--- src/hce_map.svh ---
// register indices, field positions, reset values and timing counts of the edge timing core
`ifndef HCE_MAP_SVH
`define HCE_MAP_SVH

// register indices (byte address is four times the index)
`define HCE_IDX_MODE_SEL    6'h24
`define HCE_IDX_FIRST       6'h30
`define HCE_IDX_SECOND      6'h31
`define HCE_IDX_LAST        6'h32
`define HCE_IDX_PHASE_ONE   6'h33
`define HCE_IDX_RESET_GATE  6'h34
`define HCE_IDX_BLANK_CTL   6'h35
`define HCE_IDX_STATUS      6'h3F

// edge register fields
`define HCE_POS_W           6
`define HCE_RISE_LSB        0
`define HCE_FALL_LSB        8
`define HCE_EDGE_TEST_BIT   16
`define HCE_EDGE_W          17
`define HCE_EDGE_RST        17'h12000
`define HCE_RG_EDGE_RST     17'h11000

// blanking retime control fields
`define HCE_BLK_W           24
`define HCE_BLK_RST         24'h000000
`define HCE_RETIME_LSB      0
`define HCE_WIDTH_LSB       4
`define HCE_WIDTH_W         4
`define HCE_TEST_BIT8       8
`define HCE_LAST_BLANK_EN   9
`define HCE_EXTRA_LSB       20

// clock configuration selector
`define HCE_SEL_W           6
`define HCE_SEL_RST         6'h01
`define HCE_SEL_MODE1       5'h01
`define HCE_SEL_MODE2       5'h02
`define HCE_SEL_MODE3       5'h04
`define HCE_SEL_TRIPHASE    5'h10

// timing: edge positions per pixel period, one clk per position
`define HCE_POSITIONS       64
`define HCE_LAST_POS        6'h3F

`endif

--- src/hce_pkg.sv ---
// types and decoding shared by the edge timing core
package hce_pkg;
  `include "hce_map.svh"

  typedef enum logic [2:0] {
    HCE_MODE1,
    HCE_MODE2,
    HCE_MODE3,
    HCE_TRIPHASE,
    HCE_INVALID
  } hce_mode_t;

  typedef logic [`HCE_POS_W-1:0] hce_pos_t;

  function automatic hce_mode_t hce_decode_mode(input logic [4:0] sel);
    hce_mode_t m;
    m = HCE_INVALID;
    case (sel)
      `HCE_SEL_MODE1:    m = HCE_MODE1;
      `HCE_SEL_MODE2:    m = HCE_MODE2;
      `HCE_SEL_MODE3:    m = HCE_MODE3;
      `HCE_SEL_TRIPHASE: m = HCE_TRIPHASE;
      default:           m = HCE_INVALID;
    endcase
    return m;
  endfunction
endpackage

--- src/hce_edge_if.sv ---
// carrier between the core and one edge generator
`timescale 1ns/1ps
interface hce_edge_if;
  import hce_pkg::*;
  hce_pos_t phase;
  hce_pos_t rise;
  hce_pos_t fall;
  logic     level;

  modport ctl (output phase, output rise, output fall, input level);
  modport gen (input phase, input rise, input fall, output level);
endinterface

--- src/hce_timing_core.sv ---
// horizontal clock edge placement core with Avalon-MM register slave
// Behaviour
// - in modes 1 to 3 the first clock rises at the low six-bit field and falls at the field above, reset 0x20.
// - in three-phase mode the first edge register places phase 3 on the seventh and eighth outputs.
// - in mode 2 the second clock takes its edges from the second edge register.
// - in mode 3 the second edge register drives the fifth clock instead of the second.
// - in three-phase mode the second edge register places phase 2 on the fifth and sixth outputs.
// - the last-stage clock takes its edges from its own register, reset 0 and 0x20.
// - in three-phase mode phase 1 on the first and second outputs comes from its own register.
// - the reset gate clock takes its edges from its register, whose fall field resets to 0x10.
// - a set retime bit delays a group's blanking gate by one retime stage.
// - a nonzero wide-clock setting widens the clocks during blanking, zero disables it.
// - the last-stage clock is blanked only when its blanking enable bit is set.
// - a set extra-retime bit adds a further retime stage to that group's blanking gate.
// - the configuration selector's low five bits take 0x01, 0x02, 0x04 or 0x10, any other value is invalid; bit 5 is ignored.
//
// Our own choice: the Avalon-MM interface to the registers.
`timescale 1ns/1ps
`include "hce_map.svh"
module hce_timing_core
  import hce_pkg::*;
(
  // clock and reset
  input  wire logic        clk,
  input  wire logic        resetn,
  // avalon-mm register slave
  input  wire logic [7:0]  avs_address,
  input  wire logic        avs_read,
  input  wire logic        avs_write,
  input  wire logic [31:0] avs_writedata,
  input  wire logic [3:0]  avs_byteenable,
  output logic      [31:0] avs_readdata,
  output logic             avs_waitrequest,
  // blanking gate from the horizontal timing
  input  wire logic        horizontal_blanking_gate,
  // clock driver outputs, bit 0 is the first clock
  output logic      [7:0]  h_clk,
  output logic             last_stage_horiz_clock,
  output logic             reset_gate_clock
);

  localparam int NGEN = 5;
  localparam int G_FIRST = 0;
  localparam int G_SECOND = 1;
  localparam int G_LAST = 2;
  localparam int G_P1 = 3;
  localparam int G_RG = 4;

  // registers
  logic [`HCE_EDGE_W-1:0] edge_q [NGEN];
  logic [`HCE_BLK_W-1:0]  blank_ctl_q;
  logic [`HCE_SEL_W-1:0]  mode_sel_q;

  // bus state
  logic                   rd_valid_q;
  logic [31:0]            rd_data_q;
  logic [31:0]            rd_data_d;
  logic [5:0]             word_idx;
  logic                   aligned;

  // timing state
  hce_pos_t               phase_q;
  logic                   blank_r1_q;
  logic                   blank_r2_q;
  logic [`HCE_WIDTH_W-1:0] wide_cnt_q;
  logic                   wide_q;
  logic [7:0]             h_q;
  logic [7:0]             h_d;
  logic                   last_q;
  logic                   rg_q;

  // decoded controls
  hce_mode_t              mode;
  logic [3:0]             retime;
  logic [3:0]             extra;
  logic [`HCE_WIDTH_W-1:0] wide_width;
  logic                   wide_en;
  logic                   last_blank_en;
  logic                   pixel_end;
  logic                   blk_first;
  logic                   blk_second;
  logic                   blk_last;
  logic                   blk_tri;
  logic [NGEN-1:0]        lvl;

  hce_edge_if eif [NGEN] ();

  function automatic logic [31:0] hce_merge(input logic [31:0] old_v, input logic [31:0] wd,
                                            input logic [3:0] be, input logic [31:0] mask);
    logic [31:0] r;
    r = old_v;
    for (int b = 0; b < 4; b++) begin
      if (be[b]) begin
        r[b*8 +: 8] = wd[b*8 +: 8];
      end
    end
    return r & mask;
  endfunction

  // retime stages picked from raw gate, one stage or two stages
  function automatic logic hce_stage(input logic raw, input logic s1, input logic s2,
                                     input logic rt, input logic ex);
    logic r;
    case ({rt, ex})
      2'b00:   r = raw;
      2'b11:   r = s2;
      default: r = s1;
    endcase
    return r;
  endfunction

  // blanked clocks rest at their idle level or run wide
  function automatic logic hce_gate(input logic level, input logic blanked, input logic idle,
                                    input logic wen, input logic wide);
    logic r;
    if (!blanked) begin
      r = level;
    end else if (wen) begin
      r = wide ~^ idle;
    end else begin
      r = idle;
    end
    return r;
  endfunction

  assign word_idx = avs_address[7:2];
  assign aligned  = (avs_address[1:0] == 2'b00);

  // reads wait one cycle so read data comes from a flip-flop
  assign avs_waitrequest = avs_read & ~rd_valid_q;
  assign avs_readdata    = rd_data_q;

  // register writes, take effect at the edge where the write is seen
  always_ff @(posedge clk or negedge resetn) begin
    if (!resetn) begin
      edge_q[G_FIRST]  <= `HCE_EDGE_RST;
      edge_q[G_SECOND] <= `HCE_EDGE_RST;
      edge_q[G_LAST]   <= `HCE_EDGE_RST;
      edge_q[G_P1]     <= `HCE_EDGE_RST;
      edge_q[G_RG]     <= `HCE_RG_EDGE_RST;
      blank_ctl_q      <= `HCE_BLK_RST;
      mode_sel_q       <= `HCE_SEL_RST;
    end else if (avs_write && aligned) begin
      case (word_idx)
        `HCE_IDX_FIRST: begin
          edge_q[G_FIRST] <= 17'(hce_merge({15'h0000, edge_q[G_FIRST]}, avs_writedata, avs_byteenable,
                                           32'h00013F3F));
        end
        `HCE_IDX_SECOND: begin
          edge_q[G_SECOND] <= 17'(hce_merge({15'h0000, edge_q[G_SECOND]}, avs_writedata, avs_byteenable,
                                            32'h00013F3F));
        end
        `HCE_IDX_LAST: begin
          edge_q[G_LAST] <= 17'(hce_merge({15'h0000, edge_q[G_LAST]}, avs_writedata, avs_byteenable,
                                          32'h00013F3F));
        end
        `HCE_IDX_PHASE_ONE: begin
          edge_q[G_P1] <= 17'(hce_merge({15'h0000, edge_q[G_P1]}, avs_writedata, avs_byteenable,
                                        32'h00013F3F));
        end
        `HCE_IDX_RESET_GATE: begin
          edge_q[G_RG] <= 17'(hce_merge({15'h0000, edge_q[G_RG]}, avs_writedata, avs_byteenable,
                                        32'h00013F3F));
        end
        `HCE_IDX_BLANK_CTL: begin
          blank_ctl_q <= 24'(hce_merge({8'h00, blank_ctl_q}, avs_writedata, avs_byteenable,
                                       32'h00FFFFFF));
        end
        `HCE_IDX_MODE_SEL: begin
          mode_sel_q <= 6'(hce_merge({26'h0000000, mode_sel_q}, avs_writedata, avs_byteenable,
                                     32'h0000003F));
        end
        default: begin
        end
      endcase
    end
  end

  // read mux, unmapped or misaligned reads return zero
  always_comb begin
    rd_data_d = 32'h00000000;
    if (aligned) begin
      case (word_idx)
        `HCE_IDX_FIRST:      rd_data_d = {15'h0000, edge_q[G_FIRST]};
        `HCE_IDX_SECOND:     rd_data_d = {15'h0000, edge_q[G_SECOND]};
        `HCE_IDX_LAST:       rd_data_d = {15'h0000, edge_q[G_LAST]};
        `HCE_IDX_PHASE_ONE:  rd_data_d = {15'h0000, edge_q[G_P1]};
        `HCE_IDX_RESET_GATE: rd_data_d = {15'h0000, edge_q[G_RG]};
        `HCE_IDX_BLANK_CTL:  rd_data_d = {8'h00, blank_ctl_q};
        `HCE_IDX_MODE_SEL:   rd_data_d = {26'h0000000, mode_sel_q};
        `HCE_IDX_STATUS: begin
          rd_data_d = {7'h00, (mode == HCE_INVALID), 2'b00, phase_q, 6'h00, rg_q, last_q, h_q};
        end
        default:             rd_data_d = 32'h00000000;
      endcase
    end
  end

  always_ff @(posedge clk or negedge resetn) begin
    if (!resetn) begin
      rd_valid_q <= 1'b0;
      rd_data_q  <= 32'h00000000;
    end else begin
      rd_valid_q <= avs_read & ~rd_valid_q;
      if (avs_read && !rd_valid_q) begin
        rd_data_q <= rd_data_d;
      end
    end
  end

  // decoded controls
  // one-hot selector
  assign mode          = hce_decode_mode(mode_sel_q[4:0]);
  assign retime        = blank_ctl_q[`HCE_RETIME_LSB +: 4];
  assign extra         = blank_ctl_q[`HCE_EXTRA_LSB +: 4];
  assign wide_width    = blank_ctl_q[`HCE_WIDTH_LSB +: `HCE_WIDTH_W];
  assign wide_en       = (wide_width != 4'h0);
  assign last_blank_en = blank_ctl_q[`HCE_LAST_BLANK_EN];
  assign pixel_end     = (phase_q == `HCE_LAST_POS);

  always_ff @(posedge clk or negedge resetn) begin
    if (!resetn) begin
      phase_q <= 6'h00;
    end else begin
      phase_q <= phase_q + 6'h01;
    end
  end

  // edge generators, one per edge register
  for (genvar g = 0; g < NGEN; g++) begin : gen_edge
    assign eif[g].phase = phase_q;
    assign eif[g].rise  = edge_q[g][`HCE_RISE_LSB +: `HCE_POS_W];
    assign eif[g].fall  = edge_q[g][`HCE_FALL_LSB +: `HCE_POS_W];
    assign lvl[g]       = eif[g].level;
    hce_edge_gen u_gen (
      .clk    (clk),
      .resetn (resetn),
      .e      (eif[g])
    );
  end

  always_ff @(posedge clk or negedge resetn) begin
    if (!resetn) begin
      blank_r1_q <= 1'b0;
      blank_r2_q <= 1'b0;
    end else begin
      blank_r1_q <= horizontal_blanking_gate;
      blank_r2_q <= blank_r1_q;
    end
  end

  assign blk_first  = hce_stage(horizontal_blanking_gate, blank_r1_q, blank_r2_q, retime[0], extra[0]);
  assign blk_second = hce_stage(horizontal_blanking_gate, blank_r1_q, blank_r2_q, retime[1], extra[1]);
  assign blk_last   = hce_stage(horizontal_blanking_gate, blank_r1_q, blank_r2_q, retime[2], extra[2]);
  assign blk_tri    = hce_stage(horizontal_blanking_gate, blank_r1_q, blank_r2_q, retime[3], extra[3]);

  // wide clock toggles every width pixels while blanking
  always_ff @(posedge clk or negedge resetn) begin
    if (!resetn) begin
      wide_cnt_q <= 4'h0;
      wide_q     <= 1'b1;
    end else if (!horizontal_blanking_gate || !wide_en) begin
      wide_cnt_q <= 4'h0;
      wide_q     <= 1'b1;
    end else if (pixel_end) begin
      if (wide_cnt_q == wide_width - 4'h1) begin
        wide_cnt_q <= 4'h0;
        wide_q     <= ~wide_q;
      end else begin
        wide_cnt_q <= wide_cnt_q + 4'h1;
      end
    end
  end

  // output routing per configuration
  always_comb begin
    logic a;
    logic b;
    logic c;
    a   = 1'b0;
    b   = 1'b0;
    c   = 1'b0;
    h_d = 8'h00;
    case (mode)
      HCE_MODE1: begin
        a   = hce_gate(lvl[G_FIRST], blk_first, 1'b1, wide_en, wide_q);
        h_d = {~a, a, ~a, a, ~a, a, ~a, a};
      end
      HCE_MODE2: begin
        a   = hce_gate(lvl[G_FIRST], blk_first, 1'b1, wide_en, wide_q);
        b   = hce_gate(lvl[G_SECOND], blk_second, 1'b0, wide_en, wide_q);
        h_d = {b, a, b, a, b, a, b, a};
      end
      HCE_MODE3: begin
        a   = hce_gate(lvl[G_FIRST], blk_first, 1'b1, wide_en, wide_q);
        c   = hce_gate(lvl[G_SECOND], blk_second, 1'b1, wide_en, wide_q);
        h_d = {~c, c, ~c, c, ~a, a, ~a, a};
      end
      HCE_TRIPHASE: begin
        // phase 1 on first and second
        a   = hce_gate(lvl[G_P1], blk_tri, 1'b1, wide_en, wide_q);
        // phase 2 on fifth and sixth
        b   = hce_gate(lvl[G_SECOND], blk_tri, 1'b1, wide_en, wide_q);
        // phase 3 on seventh and eighth
        c   = hce_gate(lvl[G_FIRST], blk_tri, 1'b1, wide_en, wide_q);
        h_d = {c, c, b, b, 2'b00, a, a};
      end
      default: begin
        // invalid selector parks all eight h_clk outputs low
        h_d = 8'h00;
      end
    endcase
  end

  always_ff @(posedge clk or negedge resetn) begin
    if (!resetn) begin
      h_q    <= 8'h00;
      last_q <= 1'b0;
      rg_q   <= 1'b0;
    end else begin
      h_q    <= h_d;
      last_q <= last_blank_en ? hce_gate(lvl[G_LAST], blk_last, 1'b0, wide_en, wide_q) : lvl[G_LAST];
      rg_q   <= lvl[G_RG];
    end
  end

  assign h_clk                  = h_q;
  assign last_stage_horiz_clock = last_q;
  assign reset_gate_clock       = rg_q;

endmodule

--- src/hce_edge_gen.sv ---
// one programmable clock: sets at the rise position, clears at the fall position
`timescale 1ns/1ps
module hce_edge_gen
  import hce_pkg::*;
(
  // clock and reset
  input  wire logic clk,
  input  wire logic resetn,
  // edge configuration and level
  hce_edge_if.gen   e
);

  always_ff @(posedge clk or negedge resetn) begin
    if (!resetn) begin
      e.level <= 1'b0;
    end else if (e.phase == e.rise) begin
      e.level <= 1'b1;
    end else if (e.phase == e.fall) begin
      e.level <= 1'b0;
    end
  end

endmodule

--- config.mk ---
export PLATFORM = sky130hd
export DESIGN_NAME = hce_timing_core
export DESIGN_NICKNAME = d
export VERILOG_FILES = /design/src/hce_pkg.sv /design/src/hce_edge_if.sv /design/src/hce_timing_core.sv /design/src/hce_edge_gen.sv
export VERILOG_INCLUDE_DIRS = /design/src
export SDC_FILE = /design/constraint.sdc
export NUM_CORES = 1
export LEC_CHECK = 0
export BUFFER_PORTS_ARGS = -buffer_cell sky130_fd_sc_hd__buf_4
export CORE_ASPECT_RATIO = 0.5
export CORE_UTILIZATION = 50
export CTS_CLUSTER_SIZE = 28
export DETAILED_ROUTE_END_ITERATION = 6
export HOLD_SLACK_MARGIN = 0.05
export PLACE_DENSITY_LB_ADDON = 0.12
export SLEW_MARGIN = 20
export SYNTH_ARGS = -nofsm -noshare
export SYNTH_HDL_FRONTEND = slang
export SYNTH_HIERARCHICAL = 1
export SYNTH_SLANG_ARGS = --single-unit
--- constraint.sdc ---
create_clock -name clk -period 1.9 [get_ports clk]
set_input_delay 0.57 -clock clk [delete_from_list [all_inputs] [get_ports clk]]
set_output_delay 0.57 -clock clk [all_outputs]
set_load 0.01 [all_outputs]
==> run summary, run 1 <==
fillcell total -> 1156
crit path time final -> 1830 ps
Die Span Y -> 88.9 um
GPL Wtd Cong -> 0.922
Synth area leaders -> dfrtp_1, mux2_2, xor2_1
maximum clock frequency -> 546 MHz
Peak VDD IR -> 0.650 mV
warnings from Yosys -> 6
Max Buffers Root-to-Sink -> 2
Critical Path Source -> blank_ctl_q[20]
total congestion overflow -> 0
#FFs+latches synth -> 149
Remaining DRCs -> 0
area of the multi-input gates -> 3670 um2
Cells after Synth -> 633
Layout area overhead -> 27.3%
Num CTS Buffers -> 17
number of global-route vias before repair -> 5753
core area -> 14600 um2
Sink Count -> 149
Initial Util -> 0.517
CP Cell Sequence -> inv_1 -> ha_1 -> o21ai_1 -> buf_4 -> mux2i_4 -> a21oi_1 -> or2_2
Row Count -> 31
register area share after synthesis -> 0.496
vias per cell -> 5.81
H-tree levels -> 4
Seq. cell area -> 3750 um2
count of final setup violators -> 0
die footprint -> 15600 um2
TritonRoute pass-1 iters -> 5
first-pass GRT wire length -> 31.5 mm
Worst setup SP type -> flip-flop
cts hold-fix bufs -> 0
final instance area -> 9610 um2
asr flop ratio synth -> 1.00
reg2reg start -> blank_ctl_q[20]
max cap viols -> 0
Tot Pwr -> 7.32 mW
synthesized area -> 7550 um2
worst path required time -> 2200 ps
gr usage total -> 0.274
Initial DRC Count -> 485
initial antenna violation count -> 0
status -> completed
commonest non-fill, non-tap cell in the layout -> buf_4
wire per inst -> 20.3 um
CP Max Fanout -> 4
pin count of the biggest net entering global routing -> 50
Worst EP arrival -> 2130 ps
most area-hungry cell type in the Yosys netlist -> dfrtp_1
leak pwr -> 4.67 nW
Final Cycle Share -> 0.964
placed cell areas -> 8920 um2
Layout Nets -> 839
EDFF count, synth -> 0
Worst Clk Skew -> 9.35 ps
dpl hpwl -> 15.0 mm
final number of max-transition violations -> 0
PortBufs -> 75
slew margin rel. -> 0.618
clk root buf -> clkbuf_16
share of cells above drive strength 1 -> 0.412
synth unique cells -> 61
HP Class -> in2async
CTS tree -> done
Die X-Extent -> 176 um
RSZ-0062 raised after global routing -> yes
DRT Wirelength -> 20.1 mm
type of the worst setup path -> reg2reg
Yosys top cell area share -> 0.454
PD cells -> 761 nW/um2
DRT antenna net count -> 0
Hold Fails Final Rpt -> 0
Worst-Margin Slew -> 572 ps
CP endpoint kind -> flip-flop
Slowest-stage cell, CP -> dfrtp_1
total number of vias -> 5749
commonest non-fill, non-tap cells in the layout -> buf_4, dfrtp_1, mux2_2
Avg Inst Size Synth -> 11.9 um2
Ports -> 92
Antenna diodes -> 0
slowest stage delay, CP -> 410 ps
CTS clk-pin slew, worst paths -> 70 ps
FF-to-FF setup slack -> 70 ps
later-pin clock latency in the skew report -> 420 ps
Primary FF master, synth -> dfrtp_1
==> cell families (layout without fill, tap and decap cells) <==
| kind of cell | count (synthesis) | after routing | synth area share |
|---|---|---|---|
| AND/OR/NAND/NOR | 151 | 151 | 0.117 |
| flip-flops | 149 | 149 | 0.496 |
| AO/OA/AOI/OAI | 110 | 110 | 0.114 |
| multiplexers | 94 | 94 | 0.140 |
| XOR/XNOR | 70 | 70 | 0.0830 |
| buffers and inverters | 47 | 200 | 0.0318 |
| adder cells (fa/ha/maj) | 11 | 11 | 0.0182 |
| other | 1 | 7 | 0.000496 |
==> path summary, 6_finish.rpt <==
path / end / depth (start not counted)
worst max-delay path: h_clk[0] / 7
worst max register to register: h_clk[0] / 7
max in group asynchronous: edge_q[12] / 2
worst min register to register: reset_gate_clock / 0
worst min-delay path: avs_readdata[4] / 1
min in group clk: blank_ctl_q[18] / 2
==> cell usage after synthesis, types with 3 or more instances <==
cell,instances
nor3_1,5
mux2_2,92
nand2_2,4
and3_1,15
and4b_1,3
a22o_1,23
dfstp_2,12
xnor2_1,24
buf_2,12
inv_1,14
nor2_1,6
nor4_2,5
a21oi_1,5
nand4_1,3
a32o_1,8
nor2b_1,4
and2_1,5
a222oi_1,3
dfrtp_1,137
nand3_1,29
clkbuf_1,10
a22oi_1,35
o21ai_0,19
nand2_1,40
xor2_1,45
nand2b_1,6
nor4_1,7
buf_4,9
ha_1,11
==> registers in the layout, summed over array words and instances (netlist names) <==
register                count
avs_readdata               25
wide_q                      1
last_stage_horiz_clock      1
wide_cnt_q                  4
eif.phase                   6
reset_gate_clock            1
gen_edge.u_gen/e.level      5
blank_ctl_q                24
edge_q                     65
blank_r2_q                  1
blank_r1_q                  1
mode_sel_q                  6
h_clk                       8
rd_valid_q                  1
==> through the flow <==
stage	util	std cells	hold slack (ps)	worst slack [ps]	setup TNS [ps]
6_report	0.657	990	93.0	68.8	0
4_1_cts	0.653	988	98.5	7.69	0
5_1_grt	0.657	990	115	-2.40	-2.40
3_5_place_dp	0.610	955	368	-284	-17390
3_3_place_gp	0.610	955	371	-265	-15550
2_1_floorplan	-	639	274	-15.3	-83.8
==> cell type report <==
cell class              instances  area share
repair buffers                154       0.134
inverters                      14     0.00547
multi-input cells             443       0.382
flip-flops and latches        149       0.390
clock inverters                12      0.0148
clock buffers                  20      0.0485
well taps                     198      0.0258
==> power by group <==
group	leakage, nW	switching, mW	internal (mW)	total, mW
clock	0.286	1.39	2.06	3.45
sequential	1.94	0.0784	3.26	3.34
combinational	2.44	0.282	0.253	0.535
==> metal layers <==
metal	routed length, um	track usage	part of all wire	up-vias
met1	9370	0.376	0.47	2943
met4	376	0.0949	0.019	0
met2	9120	0.434	0.45	168
li1	-	-	-	2607
met3	1250	0.0608	0.062	31
met5	0	0	0	-
==> repair_timing <==
item                       in CTS  in global routing
pin swaps                       0                  2
setup endpoints to repair       6                  9
setup buffers                   1                  2
resized for setup               3                 13
==> critical path: cells and delay by family (launching register included) <==
kind	cells	cell delay, ps
buf+inv	2	230
fa+ha+maj	1	280
compound gates	2	240
mux	1	240
flops	1	410
simple gates	1	300
No activity file was read; power rests on OpenSTA's default activity.
==> run 2: changes to the inputs <==
- CORE_UTILIZATION: 50 -> 53
- PLACE_DENSITY: default -> 0.73
- PLACE_DENSITY_LB_ADDON: 0.12 -> default
==> run summary, run 2 (synthesis gave the netlist of run 1 again) <==
status -> completed (unchanged)
GPL Wtd Cong -> 0.966 (was 0.922)
Final Cycle Share -> 0.999 (was 0.964)
Ports -> 92 (unchanged)
worst path required time -> 2200 ps (about the same)
type of the worst setup path -> reg2reg (unchanged)
share of cells above drive strength 1 -> 0.408 (was 0.412)
total congestion overflow -> 0 (unchanged)
Layout Nets -> 833 (was 839)
RSZ-0062 raised after global routing -> yes (unchanged)
CP endpoint kind -> flip-flop (unchanged)
Initial Util -> 0.550 (was 0.517)
die footprint -> 14800 um2 (was 15600 um2)
Tot Pwr -> 7.18 mW (was 7.32 mW)
core area -> 13700 um2 (was 14600 um2)
CTS tree -> done (unchanged)
worst hold slack -> 377 ps (was 93.0 ps)
hold path depth -> 2
PortBufs -> 75 (unchanged)
slowest stage delay, CP -> 410 ps (about the same)
Initial DRC Count -> 421 (was 485)
Hold Fails Final Rpt -> 0 (unchanged)
leak pwr -> 4.61 nW (was 4.67 nW)
wire per inst -> 20.9 um (was 20.3 um)
max reg flops -> 65 (unchanged)
Worst EP arrival -> 2200 ps (was 2130 ps)
Remaining DRCs -> 0 (unchanged)
crit path time final -> 1900 ps (was 1830 ps)
Hold Path End -> blank_ctl_q[14]
Row Count -> 30 (was 31)
maximum clock frequency -> 527 MHz (was 546 MHz)
commonest non-fill, non-tap cells in the layout -> buf_4, dfrtp_1, mux2_2 (unchanged)
worst setup margin -> 2.31 ps (was 68.8 ps)
most flop-heavy register -> edge_q (unchanged)
Die X-Extent -> 171 um (was 176 um)
count of final setup violators -> 0 (unchanged)
H-tree levels -> 4 (unchanged)
initial antenna violation count -> 0 (unchanged)
clk root buf -> clkbuf_16 (unchanged)
vias per cell -> 5.95 (was 5.81)
HP Class -> in2reg (was in2async)
later-pin clock latency in the skew report -> 420 ps (about the same)
HP Start -> avs_writedata[14]
slew margin rel. -> 0.635 (was 0.618)
Sink Count -> 149 (unchanged)
final number of max-transition violations -> 0 (unchanged)
CTS clk-pin slew, worst paths -> 70 ps (about the same)
Peak VDD IR -> 0.512 mV (was 0.650 mV)
Max Buffers Root-to-Sink -> 2 (unchanged)
TritonRoute pass-1 iters -> 5 (unchanged)
FF-to-FF path depth -> 7 (unchanged)
first-pass GRT wire length -> 32.3 mm (was 31.5 mm)
reg2reg start -> blank_ctl_q[1] (was blank_ctl_q[20])
FF-to-FF End -> h_clk[1] (was h_clk[0])
CP Cell Sequence -> inv_2 -> ha_4 -> a221o_1 -> o21ai_4 -> mux2_4 -> a21bo_2 -> or2_1 (was inv_1 -> ha_1 -> o21ai_1 -> buf_4 -> mux2i_4 -> a21oi_1 -> or2_2)
Num CTS Buffers -> 17 (unchanged)
pre-CTS setup slack -> -333 ps (was -284 ps)
max cap viols -> 0 (unchanged)
total number of vias -> 5817 (was 5749)
gr usage total -> 0.296 (was 0.274)
Worst-Margin Slew -> 548 ps (was 572 ps)
DRT antenna net count -> 0 (unchanged)
pin count of the biggest net entering global routing -> 36 (was 50)
CP Max Fanout -> 3 (was 4)
Layout area overhead -> 26.3% (was 27.3%)
dpl hpwl -> 14.5 mm (was 15.0 mm)
Die Span Y -> 86.4 um (was 88.9 um)
Worst setup SP type -> flip-flop (unchanged)
commonest non-fill, non-tap cell in the layout -> buf_4 (unchanged)
Antenna diodes -> 0 (unchanged)
DRT Wirelength -> 20.5 mm (was 20.1 mm)
number of global-route vias before repair -> 5866 (was 5753)
Slowest-stage cell, CP -> dfrtp_1 (unchanged)
Worst Clk Skew -> 10.1 ps (was 9.35 ps)
FF-to-FF setup slack -> 2 ps (was 70 ps)
PD cells -> 752 nW/um2 (was 761 nW/um2)
-- run 2: power by group --
part	internal, mW	switching, mW	total, mW
Combinational	0.259	0.291	0.550
Clock	1.87	1.42	3.29
Sequential	3.26	0.0808	3.34
-- run 2: per-layer routing --
layer | global-route usage | vias to the layer above | part of all wire
met5 | 0 | - | 0
met1 | 0.402 | 2998 | 0.45
met4 | 0.0982 | 0 | 0.017
li1 | - | 2600 | -
met2 | 0.473 | 186 | 0.47
met3 | 0.0694 | 33 | 0.069
-- run 2: cell type report --
cell class	instances	area [um2]
timing repair buffer	148	1220
clock inverter	14	139
multi-input combinational	443	3700
inverter	14	52.6
fill	1006	4200
sequential	149	3750
clock buffer	18	439
tap	192	240
-- run 2: worst max path at each step --
| stage | from | to | cells past startpoint |
|---|---|---|---|
| after floorplan | avs_address[2] | mode_sel_q[1] | 5 |
| after global placement | avs_address[4] | edge_q[26] | 5 |
| after detailed placement | avs_address[4] | edge_q[28] | 5 |
| after CTS | blank_ctl_q[21] | h_clk[5] | 7 |
| after global routing | blank_ctl_q[5] | h_clk[1] | 8 |
| final | blank_ctl_q[1] | h_clk[1] | 7 |
-- run 2: worst max-delay path: cells and delay by family, from the launching register on --
family / cells / cell delay [ps]
AOI/OAI and AO/OA: 3 / 640
DFF: 1 / 410
and+or+nand+nor: 1 / 220
muxes: 1 / 210
adders and majority gates: 1 / 200
buffers and inverters: 1 / 90
-- run 2: repair_timing --
item | in CTS | in global routing
setup endpoints to repair | 7 | 7
pin swaps | 3 | 5
resized for setup | 9 | 14
hold endpoints to repair | 3 | 0
hold buffers | 1 | 0
setup buffers | 2 | 1
-- run 2: per-stage QoR --
stage / util / setup TNS (ps) / cell area [um2] / instances
2_1_floorplan: - / -83.8 / 7600 / 639
3_3_place_gp: 0.643 / -15870 / 8830 / 942
3_5_place_dp: 0.643 / -19230 / 8830 / 942
4_1_cts: 0.689 / -79.0 / 9470 / 977
5_1_grt: 0.695 / -255 / 9540 / 978
6_report: 0.695 / 0 / 9540 / 978
==> run 3: changes to the inputs <==
- CORE_UTILIZATION: 53 -> 45
- MAX_ROUTING_LAYER: default -> met4
- PLACE_DENSITY: 0.73 -> 0.63
==> run summary, run 3 (synthesis gave the netlist of run 1 again) <==
Worst setup SP type -> flip-flop (unchanged)
DRT antenna net count -> 0 (unchanged)
total number of vias -> 5742 (was 5817)
Seq. cell area -> 3750 um2 (about the same)
RSZ-0062 raised after global routing -> yes (unchanged)
CTS clk-pin slew, worst paths -> 70 ps (about the same)
Worst Clk Skew -> 13.2 ps (was 10.1 ps)
maximum clock frequency -> 533 MHz (was 527 MHz)
Die X-Extent -> 185 um (was 171 um)
TritonRoute pass-1 iters -> 5 (unchanged)
most flop-heavy register -> edge_q (unchanged)
Hold Fails Final Rpt -> 0 (unchanged)
final number of max-transition violations -> 0 (unchanged)
leak pwr -> 4.70 nW (was 4.61 nW)
die footprint -> 17300 um2 (was 14800 um2)
Critical Path Source -> blank_ctl_q[21] (was blank_ctl_q[1])
Layout area overhead -> 28.4% (was 26.3%)
crit path time final -> 1870 ps (was 1900 ps)
placed cell areas -> 8940 um2 (was 8830 um2)
gr usage total -> 0.257 (was 0.296)
Initial Util -> 0.461 (was 0.550)
reg2reg start -> blank_ctl_q[21] (was blank_ctl_q[1])
Antenna diodes -> 0 (unchanged)
GPL Wtd Cong -> 0.877 (was 0.966)
final instance area -> 9700 um2 (was 9540 um2)
worst hold slack -> 371 ps (was 377 ps)
core area -> 16400 um2 (was 13700 um2)
HP Start -> avs_writedata[19] (was avs_writedata[14])
dpl hpwl -> 15.0 mm (was 14.5 mm)
HP Class -> in2reg (unchanged)
fillcell total -> 1337 (was 1006)
type of the worst setup path -> reg2reg (unchanged)
Num CTS Buffers -> 17 (unchanged)
setup TNS -> 0 ps (unchanged)
max cap viols -> 0 (unchanged)
PortBufs -> 75 (unchanged)
slowest stage delay, CP -> 440 ps (was 410 ps)
Row Count -> 33 (was 30)
share of cells above drive strength 1 -> 0.412 (was 0.408)
Ports -> 92 (unchanged)
vias per cell -> 5.61 (was 5.95)
Layout Nets -> 843 (was 833)
Tot Pwr -> 7.54 mW (was 7.18 mW)
Final Cycle Share -> 0.987 (was 0.999)
count of final setup violators -> 0 (unchanged)
number of global-route vias before repair -> 5641 (was 5866)
Die Span Y -> 93.6 um (was 86.4 um)
worst path required time -> 2210 ps (was 2200 ps)
commonest non-fill, non-tap cell in the layout -> buf_4 (unchanged)
Sink Count -> 149 (unchanged)
PD cells -> 777 nW/um2 (was 752 nW/um2)
Peak VDD IR -> 0.749 mV (was 0.512 mV)
wire per inst -> 19.8 um (was 20.9 um)
CP endpoint kind -> flip-flop (unchanged)
max reg flops -> 65 (unchanged)
H-tree levels -> 4 (unchanged)
Initial DRC Count -> 334 (was 421)
CP Max Fanout -> 3 (unchanged)
commonest non-fill, non-tap cells in the layout -> buf_4, dfrtp_1, mux2_2 (unchanged)
clk root buf -> clkbuf_16 (unchanged)
Remaining DRCs -> 0 (unchanged)
CTS tree -> done (unchanged)
status -> completed (unchanged)
total congestion overflow -> 0 (unchanged)
area of the multi-input gates -> 3670 um2 (was 3700 um2)
Max Buffers Root-to-Sink -> 2 (unchanged)
first-pass GRT wire length -> 31.7 mm (was 32.3 mm)
DRT Wirelength -> 20.3 mm (was 20.5 mm)
pin count of the biggest net entering global routing -> 42 (was 36)
initial antenna violation count -> 0 (unchanged)
Worst EP arrival -> 2190 ps (was 2200 ps)
later-pin clock latency in the skew report -> 430 ps (was 420 ps)
CP Cell Sequence -> inv_2 -> ha_4 -> a221o_1 -> o21ai_2 -> mux2_4 -> a21bo_4 -> or2_1 (was inv_2 -> ha_4 -> a221o_1 -> o21ai_4 -> mux2_4 -> a21bo_2 -> or2_1)
Slowest-stage cell, CP -> dfrtp_1 (unchanged)
[run 3: changes by cell type in the layout (fill, tap and decap cells not counted), moves of 2 or more]
cell        change
buf_4           +9
bufinv_16       +3
clkinvlp_4      -3
inv_1           +2
inv_2           -2
inv_8           -2
[run 3: routing by layer]
metal  vias to the layer above  part of all wire  global-route usage
li1                       2615                 -                   -
met1                      2937              0.47               0.346
met2                       164              0.46               0.390
met3                        26             0.052              0.0495
met4                         0             0.015              0.0847
met5                         -                 0                   -
[run 3: worst max-delay path, delay by kind of cell, from the launching register on]
kind,cells,cell delay (ps)
compound gates,3,610
fa+ha+maj,1,190
buf+inv,1,100
flops,1,440
mux,1,220
simple gates,1,200
[run 3: what timing repair did]
item / 4_1_cts / 5_1_grt
hold buffers: 1 / 0
endpoints found under the hold margin: 1 / 0
gates cloned: 0 / 0
gates resized for setup: 2 / 16
endpoints found under the setup margin: 7 / 8
buffers inserted: 0 / 6
pin swaps: 0 / 3
[run 3: through the flow]
step	instances	util	worst slack [ps]
floorplan	639	-	-15.3
global placement	984	0.545	-268
detailed placement	984	0.545	-278
CTS	1017	0.585	-3.31
global route	1023	0.592	-24.8
finish	1023	0.592	25.5
[run 3: worst paths after layout]
check	slack, ps	cells past startpoint	to
setup / recovery	30	7	h_clk[1]
hold / removal	370	2	blank_ctl_q[19]
setup reg to reg	30	7	h_clk[1]
hold reg to reg	390	0	reset_gate_clock
max in group asynchronous	640	3	edge_q[12]
min in group asynchronous	610	2	avs_readdata[15]
[run 3: final cells by class]
| type | count | share of cell area |
|---|---|---|
| clock inverters | 14 | 0.0204 |
| repair buffers | 158 | 0.135 |
| clock buffers | 18 | 0.0453 |
| well taps | 227 | 0.0293 |
| inverters | 14 | 0.00542 |
| flip-flops and latches | 149 | 0.386 |
| multi-input cells | 443 | 0.379 |
[run 3: power by group]
part / leakage, nW / internal, mW / switching (mW) / total, mW
Clock: 0.308 / 2.25 / 1.41 / 3.66
Combinational: 2.45 / 0.259 / 0.282 / 0.541
Sequential: 1.94 / 3.26 / 0.0815 / 3.34
